==> config.mk <==
export PLATFORM = sky130hd
export DESIGN_NAME = apl_ctrl
export DESIGN_NICKNAME = d
export VERILOG_FILES = /design/src/apl_pkg.sv /design/src/apl_ctrl.sv
export SDC_FILE = /design/constraint.sdc
export NUM_CORES = 1
export LEC_CHECK = 0
export BUFFER_PORTS_ARGS = -buffer_cell sky130_fd_sc_hd__buf_2
export CORE_MARGIN = 3
export CORE_UTILIZATION = 60
export DETAILED_ROUTE_END_ITERATION = 8
export PLACE_DENSITY = 0.87
export SLEW_MARGIN = 20
export SYNTH_ARGS = -nofsm -noshare
export SYNTH_HDL_FRONTEND = slang
export SYNTH_SLANG_ARGS = --single-unit
==> constraint.sdc <==
create_clock -name mclk -period 3.24 [get_ports mclk]
set_clock_uncertainty 0.15 [all_clocks]
set_input_delay 0.324 -clock mclk [delete_from_list [all_inputs] [get_ports mclk]]
set_output_delay 0.324 -clock mclk [all_outputs]
set_load 0.01 [all_outputs]
==> src/apl_pkg.sv <==
// Shared constants and types for the auto polarity line controller
package apl_pkg;

  // Clock period of mclk
  localparam int CLK_NS = 20;

  // Polarity reversal wait, in ms and derived cycles
  localparam int FLIP_WAIT_MS = 200;
  localparam longint FLIP_WAIT_CYC = longint'(FLIP_WAIT_MS) * 1000000 / CLK_NS;

  // Shutdown filter window limits
  localparam int SHDN_MIN_NS = 50;
  localparam int SHDN_MAX_NS = 600;
  localparam int SHDN_MIN_CYC = (SHDN_MIN_NS + CLK_NS - 1) / CLK_NS;
  localparam int SHDN_MAX_CYC = SHDN_MAX_NS / CLK_NS;

  // Wake-up delays after leaving shutdown
  localparam int WAKE_DRV_NS = 4500;
  localparam int WAKE_RX_NS = 3500;
  localparam int WAKE_DRV_CYC = WAKE_DRV_NS / CLK_NS;
  localparam int WAKE_RX_CYC = WAKE_RX_NS / CLK_NS;

  // Power-up hold of the enables, in cycles
  localparam int PWRUP_CYC = 16;

  // Receive thresholds in mV
  localparam int RX_HI_MV = -50;
  localparam int RX_LO_MV = -200;

  // Line differential width (signed mV)
  localparam int DIFF_W = 12;

  // Reset values
  localparam logic RX_BIT_RST = 1'h1;
  localparam logic DRV_BIT_RST = 1'h1;

  typedef enum logic [1:0] {
    APL_PWRUP = 2'h0,
    APL_RUN = 2'h1,
    APL_SHDN = 2'h2,
    APL_WAKE = 2'h3
  } apl_state_t;

  // Pin drive of both bus lines
  typedef struct packed {
    logic one_o;
    logic one_oe;
    logic two_o;
    logic two_oe;
  } apl_bus_t;

  // Enables and flags after synchronisation
  typedef struct packed {
    logic drive_on;
    logic rx_low;
    logic hot;
  } apl_ctl_t;

endpackage

==> src/apl_ctrl.sv <==
// Auto polarity reversing half-duplex line transceiver control
// Operation
// - Both enables low and receive low for wait time swaps line polarity.
// - Normal polarity after power-up and until reversal condition is met.
// - Fail-safe high receive also holds in reversed polarity.
// - Receive output high when differential at or above upper threshold.
// - Receive output low when differential at or below lower threshold.
// - Open, shorted or idle terminated line yields high receive output.
// - During power-up, driver enable forced low and receiver enable forced off.
// - Receiver off and driver off together enter low-power shutdown.
// - Shutdown combination shorter than minimum filter time never enters shutdown.
// - Shutdown combination lasting maximum filter time always enters shutdown.
// - Enabling from shutdown incurs an extra wake-up delay.
// - Over-temperature forces both driver outputs to high impedance.
// - Driver enabled drives A as data, B complement; else both released.
// - Receiver enable low drives receive output, high releases it.
// - Normal polarity maps line two to A; reversed swaps both directions.
`timescale 1ns/1ps

module apl_ctrl
  import apl_pkg::*;
#(
  parameter longint FLIP_CYC = FLIP_WAIT_CYC,
  parameter int PWRUP_HOLD = PWRUP_CYC,
  parameter int DEPTH = 2
) (
  // Clock and reset
  input wire logic mclk,
  input wire logic rst_b,

  // Enable pins and thermal flag (asynchronous)
  input wire logic tx_drive_on,
  input wire logic rx_on_low,
  input wire logic over_temp,

  // Transmit bit stream from local controller
  input wire logic tx_bit_in,
  input wire logic tx_bit_valid,
  output logic tx_bit_ready,

  // Line differential, signed mV, from the line comparator
  input wire logic signed [DIFF_W-1:0] line_diff_volt,

  // Receive output pin
  output logic rx_bit_out,
  output logic rx_bit_oe,

  // Bus lines
  output apl_bus_t bus_drive,

  // Status
  output logic polarity_rev,
  output logic in_shutdown
);

  localparam int FLIP_W = $clog2(FLIP_CYC + 1);
  localparam int PW_W = $clog2(PWRUP_HOLD + 1);
  localparam int WK_W = $clog2(WAKE_DRV_CYC + 1);
  localparam int SF_W = $clog2(SHDN_MAX_CYC + 1);
  localparam int PTR_W = (DEPTH > 1) ? $clog2(DEPTH) : 1;
  localparam int CNT_W = $clog2(DEPTH + 1);

  // Polarity-corrected differential
  function automatic logic signed [DIFF_W:0] apl_orient(
    input logic signed [DIFF_W-1:0] v,
    input logic rev
  );
    logic signed [DIFF_W:0] w;
    w = {v[DIFF_W-1], v};
    apl_orient = rev ? -w : w;
  endfunction

  // Pointer advance with wrap
  function automatic logic [PTR_W-1:0] apl_next(input logic [PTR_W-1:0] p);
    apl_next = (p == PTR_W'(DEPTH - 1)) ? '0 : p + PTR_W'(1);
  endfunction

  // Two-stage synchronisers for pin inputs
  apl_ctl_t ctl_m_q;
  apl_ctl_t ctl_s_q;
  logic signed [DIFF_W-1:0] diff_m_q;
  logic signed [DIFF_W-1:0] diff_s_q;

  // The differential is slow and settles well before sampling; a
  // fast swing across two captures may give one odd word, then recovers.
  always_ff @(posedge mclk or negedge rst_b) begin
    if (!rst_b) begin
      ctl_m_q <= '{drive_on: 1'h0, rx_low: 1'h1, hot: 1'h0};
      ctl_s_q <= '{drive_on: 1'h0, rx_low: 1'h1, hot: 1'h0};
      diff_m_q <= '0;
      diff_s_q <= '0;
    end else begin
      ctl_m_q <= '{drive_on: tx_drive_on, rx_low: rx_on_low, hot: over_temp};
      ctl_s_q <= ctl_m_q;
      diff_m_q <= line_diff_volt;
      diff_s_q <= diff_m_q;
    end
  end

  // Power-up hold
  logic [PW_W-1:0] pwr_cnt_q;
  logic pwr_done;

  always_ff @(posedge mclk or negedge rst_b) begin
    if (!rst_b) begin
      pwr_cnt_q <= '0;
    end else if (!pwr_done) begin
      pwr_cnt_q <= pwr_cnt_q + PW_W'(1);
    end
  end

  assign pwr_done = (pwr_cnt_q == PW_W'(PWRUP_HOLD));

  // Effective enables: forced off until power-up completes
  logic de_eff;
  logic re_off_eff;
  assign de_eff = pwr_done & ctl_s_q.drive_on;
  assign re_off_eff = !pwr_done | ctl_s_q.rx_low;

  // Shutdown filter and wake-up sequencing
  apl_state_t state_q;
  logic [SF_W-1:0] shdn_cnt_q;
  logic [WK_W-1:0] wake_cnt_q;
  logic shdn_req;
  assign shdn_req = re_off_eff & !de_eff;

  always_ff @(posedge mclk or negedge rst_b) begin
    if (!rst_b) begin
      shdn_cnt_q <= '0;
    end else if (!shdn_req) begin
      shdn_cnt_q <= '0;
    end else if (shdn_cnt_q != SF_W'(SHDN_MAX_CYC)) begin
      shdn_cnt_q <= shdn_cnt_q + SF_W'(1);
    end
  end

  always_ff @(posedge mclk or negedge rst_b) begin
    if (!rst_b) begin
      state_q <= APL_PWRUP;
    end else begin
      case (state_q)
        APL_PWRUP: begin
          if (pwr_done) begin
            state_q <= APL_RUN;
          end
        end
        APL_RUN: begin
          // Filter at the minimum keeps entry far below the upper limit
          if (shdn_req && shdn_cnt_q >= SF_W'(SHDN_MIN_CYC)) begin
            state_q <= APL_SHDN;
          end
        end
        APL_SHDN: begin
          if (!shdn_req) begin
            state_q <= APL_WAKE;
          end
        end
        APL_WAKE: begin
          if (shdn_req && shdn_cnt_q >= SF_W'(SHDN_MIN_CYC)) begin
            state_q <= APL_SHDN;
          end else if (wake_cnt_q == WK_W'(WAKE_DRV_CYC)) begin
            state_q <= APL_RUN;
          end
        end
        default: begin
          state_q <= APL_PWRUP;
        end
      endcase
    end
  end

  always_ff @(posedge mclk or negedge rst_b) begin
    if (!rst_b) begin
      wake_cnt_q <= '0;
    end else if (state_q != APL_WAKE) begin
      wake_cnt_q <= '0;
    end else if (wake_cnt_q != WK_W'(WAKE_DRV_CYC)) begin
      wake_cnt_q <= wake_cnt_q + WK_W'(1);
    end
  end

  logic drv_awake;
  logic rx_awake;
  assign drv_awake = (state_q == APL_RUN) ||
                     (state_q == APL_WAKE && wake_cnt_q >= WK_W'(WAKE_DRV_CYC));
  assign rx_awake = (state_q == APL_RUN) ||
                    (state_q == APL_WAKE && wake_cnt_q >= WK_W'(WAKE_RX_CYC));

  // Receive decision with hysteresis between the thresholds
  logic rev_q;
  logic rx_dec_q;
  logic signed [DIFF_W:0] diff_eff;
  assign diff_eff = apl_orient(diff_s_q, rev_q);

  // Idle, open or shorted lines sit near 0 mV, above the upper threshold
  always_ff @(posedge mclk or negedge rst_b) begin
    if (!rst_b) begin
      rx_dec_q <= RX_BIT_RST;
    end else if (diff_eff >= (DIFF_W+1)'(RX_HI_MV)) begin
      rx_dec_q <= 1'h1;
    end else if (diff_eff <= (DIFF_W+1)'(RX_LO_MV)) begin
      rx_dec_q <= 1'h0;
    end
  end

  // Polarity reversal timer
  logic [FLIP_W-1:0] flip_cnt_q;
  logic flip_arm;
  logic flip_hit;
  assign flip_arm = pwr_done & !ctl_s_q.drive_on & !ctl_s_q.rx_low & !rx_dec_q;
  assign flip_hit = flip_arm && (flip_cnt_q == FLIP_W'(FLIP_CYC - 1));

  always_ff @(posedge mclk or negedge rst_b) begin
    if (!rst_b) begin
      flip_cnt_q <= '0;
    end else if (!flip_arm || flip_hit) begin
      flip_cnt_q <= '0;
    end else begin
      flip_cnt_q <= flip_cnt_q + FLIP_W'(1);
    end
  end

  // A further full wait with the line still low swaps back, so a
  // wrong guess corrects itself on the next idle period.
  always_ff @(posedge mclk or negedge rst_b) begin
    if (!rst_b) begin
      rev_q <= 1'h0;
    end else if (flip_hit) begin
      rev_q <= !rev_q;
    end
  end

  // Two-entry transmit buffer
  logic buf_q [DEPTH];
  logic [PTR_W-1:0] wr_ptr_q;
  logic [PTR_W-1:0] rd_ptr_q;
  logic [CNT_W-1:0] cnt_q;
  logic push;
  logic pop;
  logic drv_on;
  logic drv_bit_q;

  assign drv_on = de_eff & drv_awake & !ctl_s_q.hot;
  assign tx_bit_ready = (cnt_q != CNT_W'(DEPTH));
  assign push = tx_bit_valid & tx_bit_ready;
  assign pop = drv_on & (cnt_q != '0);

  always_ff @(posedge mclk or negedge rst_b) begin
    if (!rst_b) begin
      wr_ptr_q <= '0;
      rd_ptr_q <= '0;
      cnt_q <= '0;
    end else begin
      if (push) begin
        wr_ptr_q <= apl_next(wr_ptr_q);
      end
      if (pop) begin
        rd_ptr_q <= apl_next(rd_ptr_q);
      end
      if (push && !pop) begin
        cnt_q <= cnt_q + CNT_W'(1);
      end else if (pop && !push) begin
        cnt_q <= cnt_q - CNT_W'(1);
      end
    end
  end

  always_ff @(posedge mclk) begin
    if (push) begin
      buf_q[wr_ptr_q] <= tx_bit_in;
    end
  end

  // Last bit is held on the line while the buffer is empty
  always_ff @(posedge mclk or negedge rst_b) begin
    if (!rst_b) begin
      drv_bit_q <= DRV_BIT_RST;
    end else if (pop) begin
      drv_bit_q <= buf_q[rd_ptr_q];
    end
  end

  // Line drive mapping
  always_comb begin
    bus_drive.one_oe = drv_on;
    bus_drive.two_oe = drv_on;
    if (rev_q) begin
      bus_drive.one_o = drv_bit_q;
      bus_drive.two_o = !drv_bit_q;
    end else begin
      bus_drive.two_o = drv_bit_q;
      bus_drive.one_o = !drv_bit_q;
    end
  end

  assign rx_bit_out = rx_dec_q;
  assign rx_bit_oe = !re_off_eff & rx_awake;
  assign polarity_rev = rev_q;
  assign in_shutdown = (state_q == APL_SHDN);

endmodule

; ---- After elaboration in Yosys (flattened, before gate mapping)
; Memory sizes are Yosys's and may differ from the RTL's. A register that Yosys moved wholly into a read port is not among the register bits.
; Cells that the tools add are included.
; W data, S select, Z words.
[op_classes]
addsub = 9
n_lt_le_gt_ge = 5
eq_ne = 15
mux = 22
n_bitwise = 11
n_reduce_logical = 28
[op_table]
columns = op, n
row1 = $add A24 B1 Y24 const B, 1
row2 = $eq A24 B24 Y1 const B, 1
row3 = $mux W24, 1
row4 = $ge A8 B8 Y1 const B, 2
row5 = $mux W8, 2
row6 = $mux W2, 7
row7 = $ge A13 B7 Y1 const B, 1
row8 = $le A13 B9 Y1 const B, 1
row9 = $logic_not A1 Y1, 13
row10 = $mux W13, 1
row11 = $neg A12 Y13, 1
row12 = $add A5 B1 Y5 const B, 2
row13 = $and A1 B1 Y1, 10
row14 = $mux W5, 2
row15 = $ne A2 B2 Y1 const B, 5
row16 = $add A8 B1 Y8 const B, 1
row17 = $eq A8 B8 Y1 const B, 1
row18 = $mux W1, 8
row19 = $ne A8 B8 Y1 const B, 1
row20 = $pmux W2 S4, 1
row21 = $reduce_bool A2 Y1, 4
row22 = $logic_and A1 B1 Y1, 6
row23 = $eq A5 B5 Y1 const B, 1
row24 = $ge A5 B2 Y1 const B, 1
row25 = 12 further kinds, 16
[totals]
reg_bits = 80
ramBits = 2
out_inout_bits = 9
word_cells = 109
mem_count = 1
[memory_table]
columns = memory, words, width, rd, rd_clocked_by_memory_dff, write_ports, line
row1 = buf_q, 2, 1, 1, 1, 1, apl_ctrl.sv:234  ; logic buf_q [DEPTH];

; ---- Longest topological paths before layout
; Gate-level depths: netlist of the first run.
[depth]
depth_word = 9
depth_mapped = 11
ltp_nobuf = 11

; ---- Least setup slack after synthesis of the first run
; OpenSTA, ideal clock, no wires.
[synth_path]
path_type = register to register
start = register pwr_cnt_q[0]
end = register cnt_q[1]
setup_ns = 0.079
arrival_ns = 2.193
required_ns = 3.011
slack_ns = 0.817
path_stages_with_launch = 11
path_buffers = 0
cell_sequence = dfrtp_1 > inv_1 > ha_1 > and4bb_2 > nand2_1 > a2111oi_2 > o21a_1 > inv_2 > ha_1 > nor2_1 > xor2_1
[synth_between]
elab_chain_cells = 8
[synth_rtl]
columns = item, line
row1 = from (decl), apl_ctrl.sv:101  ; logic [PW_W-1:0] pwr_cnt_q;
row2 = from (signal assigned), apl_ctrl.sv:108  ; pwr_cnt_q <= pwr_cnt_q + PW_W'(1);
row3 = $eq A5 B5 Y1 *, apl_ctrl.sv:112  ; assign pwr_done = (pwr_cnt_q == PW_W'(PWRUP_HOLD));
row4 = $and A1 B1 Y1 *, apl_ctrl.sv:117  ; assign de_eff = pwr_done & ctl_s_q.drive_on;
row5 = $and A1 B1 Y1 * (2 in a row), apl_ctrl.sv:243  ; assign drv_on = de_eff & drv_awake & !ctl_s_q.hot;
row6 = net drv_on, apl_ctrl.sv:240  ; logic drv_on;
row7 = $and A1 B1 Y1 *, apl_ctrl.sv:246  ; assign pop = drv_on & (cnt_q != '0);
row8 = $logic_not A1 Y1, apl_ctrl.sv:260  ; if (push && !pop) begin
row9 = $logic_and A1 B1 Y1, apl_ctrl.sv:260
row10 = $mux W2 / $reduce_bool A2 Y1 (equally long branches), --
row11 = to (signal assigned), apl_ctrl.sv:261  ; cnt_q <= cnt_q + CNT_W'(1);
row12 = to (signal assigned), apl_ctrl.sv:263  ; cnt_q <= cnt_q - CNT_W'(1);
row13 = to (decl), apl_ctrl.sv:237  ; logic [CNT_W-1:0] cnt_q;
; The timed path passes the listed nets; every way through them passes the cells marked *.
; A chain may end at the register's enable or synchronous reset.

; ---- Worst setup path after layout of the first run
[layout_path]
start = register pwr_cnt_q[0]
end = register cnt_q[1]
[layout_between]
elab_chain_cells = 8
[layout_rtl]
columns = item, line
row1 = $eq A5 B5 Y1 *, apl_ctrl.sv:112
row2 = $and A1 B1 Y1 *, apl_ctrl.sv:117
row3 = $and A1 B1 Y1 * (2 in a row), apl_ctrl.sv:243
row4 = $and A1 B1 Y1 *, apl_ctrl.sv:246
row5 = $logic_not A1 Y1, apl_ctrl.sv:260
row6 = $logic_and A1 B1 Y1, apl_ctrl.sv:260
row7 = $mux W2 / $reduce_bool A2 Y1 (equally long branches), --
; Every way passes the cells marked *; elsewhere a longest branch is shown, timed or not.

==> flow_summary.yaml, run 1 <==
routing:
  drtAntennaViolNets: 0
  post_drt_via_cell_ratio: 5.73
  routed_wl_um: 7450
  first_pass_iters: 4
  wire_per_inst_um: 15.5
  drc: 0
  drtIter0Drc: 156
  vias: 2749
synthesis:
  synth_top_area_cell: "dfrtp_1"
  synth_cell_type_count: 57
  synthArstFlopShare_pct: 97.6
  yosys-top-cells-area: "dfrtp_1 50%, xor2_1 5.9%, nor2_1 4.3%, xnor2_1 4.1%, ha_1 3.6%"
  synth-edff-count: 2
  synth_top_area_share_pct: 50.3
  syn_inst: 355
  ys_seq_area_share_pct: 54.6
  synth-main-ff-cell: "dfrtp_1"
  syn_area_mm2: 0.00383
  synth_commonest_cells: "77 x dfrtp_1, 44 x nor2_1, 26 x xor2_1"
  ys_warn_count: 0
  synth_most_common_cell: "dfrtp_1"
  synth-seq-cells: 83
  syn_nets: 385
  synth_area_per_cell_um2: 10.8
pwr:
  sw_frac_of_total_pct: 26.4
  pwr-share-seq_pct: 55.6
  power.internal_w: 0.00156
  p_leak_nw: 1.92
  p_clk_share_pct: 31.7
  p_switching_w: 0.000560
  combPwrFrac_pct: 12.7
  power_density_mw_per_mm2: 484
  irDropWorstVdd_mv: 0.420
sta:
  drv_slew: 0
  max_freq_mhz: 372
  relSlewSlack_pct: 41.3
  worst_pin_slew_ns: 0.878
  fin_crit_sh_pct: 83.1
  setup_viol: 0
  grt_setup_unrepaired: "no"
  fin_crit_ns: 2.69
  hold_viol_final: 0
  tns_ns: 0
setup_path:
  worstSetupPathType: "reg -> reg"
  worstSetupStartpointType: "flip-flop"
  critical_path.endpoint_type: "flip-flop"
  crit_path_max_fanout: 5
  required_ns: 3.36
  worstPathArrival_ns: 2.82
floorplan:
  ios: 28
  start_util_pct: 63.2
  core_region_area_mm2: 0.00606
  die_w_um: 85.9
  num_rows: 28
  die_y_um: 85.9
  dieArea_mm2: 0.00738
status:
  status: "finished, final reports clean"
final_layout:
  regArea_mm2: 0.00209
  fill_cells: 430
  nets: 430
  n_antenna_cell: 0
  fin_util_pct: 72.3
  area_growth_pct: 14.4
  drive_gt1_share_pct: 13.8
  multi_input_area_mm2: 0.00162
placed_design:
  dp_hpwl_um: 4710
  portBuffers: 27
  gp_congestion: 0.795
global_routing:
  antenna_found_initial: 0
  grt_start_max_net_pins: 82
  grt_usage_pct: 22.0
  grt_overflow_total: 0
  grt_pass1_wl_um: 12800
  grt_pass1_vias: 2782
clock_tree:
  cts_buffers: 9
  cts_root_buffer: "clkbuf_8"
  cts.htree.levels: 3
  postCtsSetupRepairBufs: 0
  path_clk_slew_ns: 0.08
  clock_sinks: 83
  cts_tree: "yes"
  insertion_delay_ns: 0.35
  clockBufferDepth: 2
flow_run:
  maxCapViolCount: 0
worst_hold_path:
  hold_class: "in -> reg"
-- cells by family after synthesis --
group,count (synthesis),synth area share [%]
flops,83,54.6
compound gates,42,8.13
buf+inv,26,2.97
mux,5,1.37
fa+ha+maj,11,3.59
xor+xnor,44,10.1
simple gates,144,19.2
-- layer usage --
layer | global-route usage [%] | up-vias | routed length (um)
li1 | - | 1313 | -
met4 | 6.91 | 0 | 104
met3 | 6.92 | 12 | 304
met1 | 28.0 | 1361 | 3200
met5 | 0 | - | 0
met2 | 35.9 | 63 | 3840
-- layout by cell type (no fill, tap or decap), types with 2 or more instances in the layout --
cell type	instances
a21oi_1	6
nand3b_1	2
xor2_1	26
or4_1	2
and4_1	3
nor4b_1	2
clkbuf_8	11
a211oi_1	4
dfrtp_1	77
o21ai_0	8
dfstp_2	4
ha_1	11
nand3_1	20
o31ai_1	2
a31oi_1	4
nor3_1	10
nand4_1	6
nor4_1	2
inv_1	14
clkinv_2	3
xnor2_1	18
mux2i_1	3
nand2_1	24
nand2b_1	4
o21a_1	4
nor2b_1	3
buf_2	26
nor2_1	44
edfxtp_1	2
dlygate4sd3_1	17
or3_1	3
and3_1	11
-- final timing paths --
path / slack (ns) / from / cells past startpoint / to
setup / recovery: 0.55 / pwr_cnt_q[0] / 10 / cnt_q[1]
hold / removal: 0.15 / tx_bit_valid / 3 / wr_ptr_q
setup reg to reg: 0.55 / pwr_cnt_q[0] / 10 / cnt_q[1]
hold reg to reg: 0.21 / diff_m_q[0] / 0 / diff_s_q[0]
max in group asynchronous: 2.07 / rst_b / 3 / ctl_m_q[1]
min in group asynchronous: 0.24 / rst_b / 2 / diff_m_q[11]
-- metrics by stage --
step / setup WS, ns / hold slack, ns / total power, W / instance area [um^2] / std cells
3_3_place_gp: 0.745 / 0.187 / 0.00142 / 4000 / 446
5_1_grt: 0.334 / 0.139 / 0.00223 / 4380 / 480
6_report: 0.549 / 0.153 / 0.00212 / 4380 / 480
2_1_floorplan: 0.817 / -0.122 / 0.00135 / 3830 / 355
3_5_place_dp: 0.594 / 0.191 / 0.00144 / 4000 / 446
4_1_cts: 0.581 / 0.00295 / 0.00213 / 4340 / 478
-- cell type report --
type	instances	share of cell area, %
clock inverter	4	0.543
sequential	83	47.8
inverter	15	1.29
clock buffer	12	3.54
tap	75	2.14
timing repair buffer	45	7.65
multi-input combinational	246	37.1
-- worst max-delay path, stage by stage (launching register included) --
cell       delay [ns]
dfrtp_1          0.43
inv_1            0.08
ha_1             0.17
and4bb_2         0.31
nand2_1          0.10
a2111oi_2        0.41
o21a_1           0.27
inv_2            0.04
ha_1             0.31
nor2_1           0.18
xor2_1           0.17
-- power by group through the flow --
stage          clock [W]  sequential, W  combinational, W
2_1_floorplan          0        0.00118          0.000169
3_3_place_gp           0        0.00119          0.000231
3_5_place_dp           0        0.00119          0.000247
4_1_cts         0.000689        0.00118          0.000263
5_1_grt         0.000739        0.00119          0.000302
6_report        0.000673        0.00118          0.000270
-- what timing repair did --
action / in CTS / in global routing
hold endpoints to repair: 17 / 19
hold buffers: 16 / 1
resized for setup: 0 / 0
-- sequential cells by signal, summed over array words and instances, names as in the netlist, 2 cells and up --
| register | count |
|---|---|
| flip_cnt_q | 24 |
| diff_m_q | 12 |
| diff_s_q | 12 |
| wake_cnt_q | 8 |
| pwr_cnt_q | 5 |
| shdn_cnt_q | 5 |
| ctl_m_q | 3 |
| ctl_s_q | 3 |
| buf_q | 2 |
| cnt_q | 2 |
| state_q | 2 |
Note: power is estimated with default switching activity, not from simulation.
==> run 2: changes to the inputs <==
Settings changed: ABC_AREA set to 1, CORE_UTILIZATION 60 to 54, PLACE_DENSITY 0.87 to 0.83.
Clock period 3.24 ns to 2.3 ns, I/O delays scaled along.
==> flow_summary.yaml, run 2 <==
synthesis:
  synth_most_common_cell: "nand2_1"
  ys_seq_area_share_pct: 51.6
  synth_commonest_cells: "95 x nand2_1, 77 x dfrtp_1, 71 x nor2_1"
  synth-edff-count: 2
  yosys-top-cells-area: "dfrtp_1 48%, nand2_1 8.8%, nor2_1 6.6%, inv_1 5.9%, nand3_1 3.7%"
  syn_inst: 475
  synth-seq-cells: 83
  synth-main-ff-cell: "dfrtp_1"
  synth_top_area_cell: "dfrtp_1"
  synthArstFlopShare_pct: 97.6
  synth_area_per_cell_um2: 8.54
  syn_area_mm2: 0.00406
  synth_cell_type_count: 37
  syn_nets: 505
  ys_warn_count: 0
  synth_top_area_share_pct: 47.5
sta:
  relSlewSlack_pct: 61.4
  setup_viol: 0
  fin_crit_ns: 2.25
  drv_slew: 0
  worst_pin_slew_ns: 0.579
  worst_slack_ns: 0.0477
  grt_setup_unrepaired: "yes"
  max_freq_mhz: 444
  hold_viol_final: 0
  fin_crit_sh_pct: 97.9
setup_path:
  crit_path_max_fanout: 4
  worstPathArrival_ns: 1.87
  critical_path.endpoint_type: "output pin"
  cp-endpoint: "rx_bit_oe"
  required_ns: 1.92
  r2r_slack_ns: 0.11
  crit_start: "pwr_cnt_q[0]"
  rr_startpoint: "wake_cnt_q[0]"
  reg2regPathDepth: 11
  r2r_end: "cnt_q[1]"
  worstSetupStartpointType: "flip-flop"
  worstSetupPathType: "reg -> out"
placed_design:
  portBuffers: 27
  pre_cts_slack_ns: 0.136
  place_area_mm2: 0.00433
  gp_congestion: 0.878
  dp_hpwl_um: 5870
  post-place-cells: 599
final_layout:
  n_antenna_cell: 0
  final_common_cell: "nand2_1"
  regMostFlops: "flip_cnt_q"
  area_growth_pct: 18.1
  final_cell_mix: "95 x nand2_1, 76 x dfrtp_1, 71 x nor2_1"
  fin_util_pct: 68.2
  stdcell_area_mm2: 0.00479
  drive_gt1_share_pct: 16.3
  largestRegisters: "flip_cnt_q: 24 flops, diff_m_q: 12 flops, diff_s_q: 12 flops"
  nets: 566
  fill_cells: 542
  largest_reg_flops: 24
  finalNonFillerCells: 637
floorplan:
  dieArea_mm2: 0.00859
  num_rows: 30
  core_region_area_mm2: 0.00702
  ios: 28
  start_util_pct: 57.8
  die_w_um: 92.7
  die_y_um: 92.7
global_routing:
  grt_overflow_total: 0
  antenna_found_initial: 0
  grt_start_max_net_pins: 47
  grt_pass1_vias: 3231
  grt_usage_pct: 20.7
  grt_pass1_wl_um: 14300
clock_tree:
  clockBufferDepth: 2
  cts_tree: "yes"
  clock_sinks: 83
  cts.htree.levels: 3
  insertion_delay_ns: 0.35
  cts_buffers: 9
  cts_root_buffer: "clkbuf_8"
  path_clk_slew_ns: 0.08
pwr:
  irDropWorstVdd_mv: 0.333
  power_density_mw_per_mm2: 670
  p_leak_nw: 2.22
routing:
  wire_per_inst_um: 13.1
  drc: 0
  drtIter0Drc: 241
  post_drt_via_cell_ratio: 5.32
  first_pass_iters: 6
  routed_wl_um: 8360
  vias: 3388
  drtAntennaViolNets: 0
status:
  status: "finished, final reports clean"
flow_run:
  maxCapViolCount: 0
worst_hold_path:
  hold_class: "in -> reg"
-- run 2: cell type report --
cell class | instances | area (um^2) | area share [%]
flip-flops and latches | 83 | 2090 | 43.7
multi-input cells | 321 | 1690 | 35.4
repair buffers | 56 | 402 | 8.39
inverters | 65 | 244 | 5.09
clock buffers | 12 | 166 | 3.47
well taps | 96 | 120 | 2.51
clock inverters | 4 | 70.1 | 1.46
-- run 2: how the worst min path moves through the flow --
stage | startpoint | endpoint | slack (ns) | cells past startpoint
after floorplan | rst_b | cnt_q[0] | -0.22 | 0
after global placement | rst_b | shdn_cnt_q[2] | 0.12 | 1
after detailed placement | rst_b | wr_ptr_q | 0.12 | 1
after CTS | tx_bit_valid | wr_ptr_q | 0.14 | 4
after global routing | tx_bit_valid | buf_q[0] | 0.17 | 3
final | tx_bit_valid | wr_ptr_q | 0.14 | 4
-- run 2: cells by family (layout without fill, tap and decap cells) --
logic type | count (synthesis) | count (layout) | synth area share (%)
fa+ha+maj | 11 | 11 | 3.39
simple gates | 245 | 245 | 27.1
buf+inv | 71 | 137 | 7.03
flops | 83 | 83 | 51.6
mux | 1 | 1 | 0.247
compound gates | 50 | 50 | 7.68
xor+xnor | 14 | 14 | 3.02
-- run 2: power by group --
part / internal, W / leakage [nW] / switching [W]
sequential: 0.00156 / 1.05 / 0.0000630
combinational: 0.000160 / 1.05 / 0.000220
clock: 0.000704 / 0.121 / 0.000502
total: 0.00243 / 2.22 / 0.000785
-- run 2: timing repair --
item                                    4_1_cts  5_1_grt
resized for setup                             0        5
hold buffers                                 17        0
endpoints found under the hold margin        57        0
endpoints found under the setup margin        0        4
buffers inserted                              0        5
-- run 2: worst max-delay path: stages, from the launching register on --
cell      delay, ns
dfrtp_1        0.42
inv_1          0.07
ha_2           0.16
nand3_2        0.08
buf_6          0.13
or2_4          0.25
a311oi_2       0.25
buf_2          0.17
-- run 2: through the flow --
step | power, W | TNS, ns | hold WS (ns)
floorplan | 0.00186 | 0 | -0.216
global placement | 0.00198 | 0 | 0.117
detailed placement | 0.00201 | 0 | 0.125
CTS | 0.00324 | 0 | 0.137
global route | 0.00337 | -0.116 | 0.172
finish | 0.00321 | 0 | 0.143
-- run 2: per-layer routing --
| metal | up-vias | global-route usage [%] | share of wire, % |
|---|---|---|---|
| li1 | 1651 | - | - |
| met4 | 0 | 6.35 | 0.78 |
| met3 | 6 | 5.12 | 5.8 |
| met2 | 101 | 34.0 | 51 |
| met5 | - | 0 | 0 |
| met1 | 1630 | 27.1 | 43 |
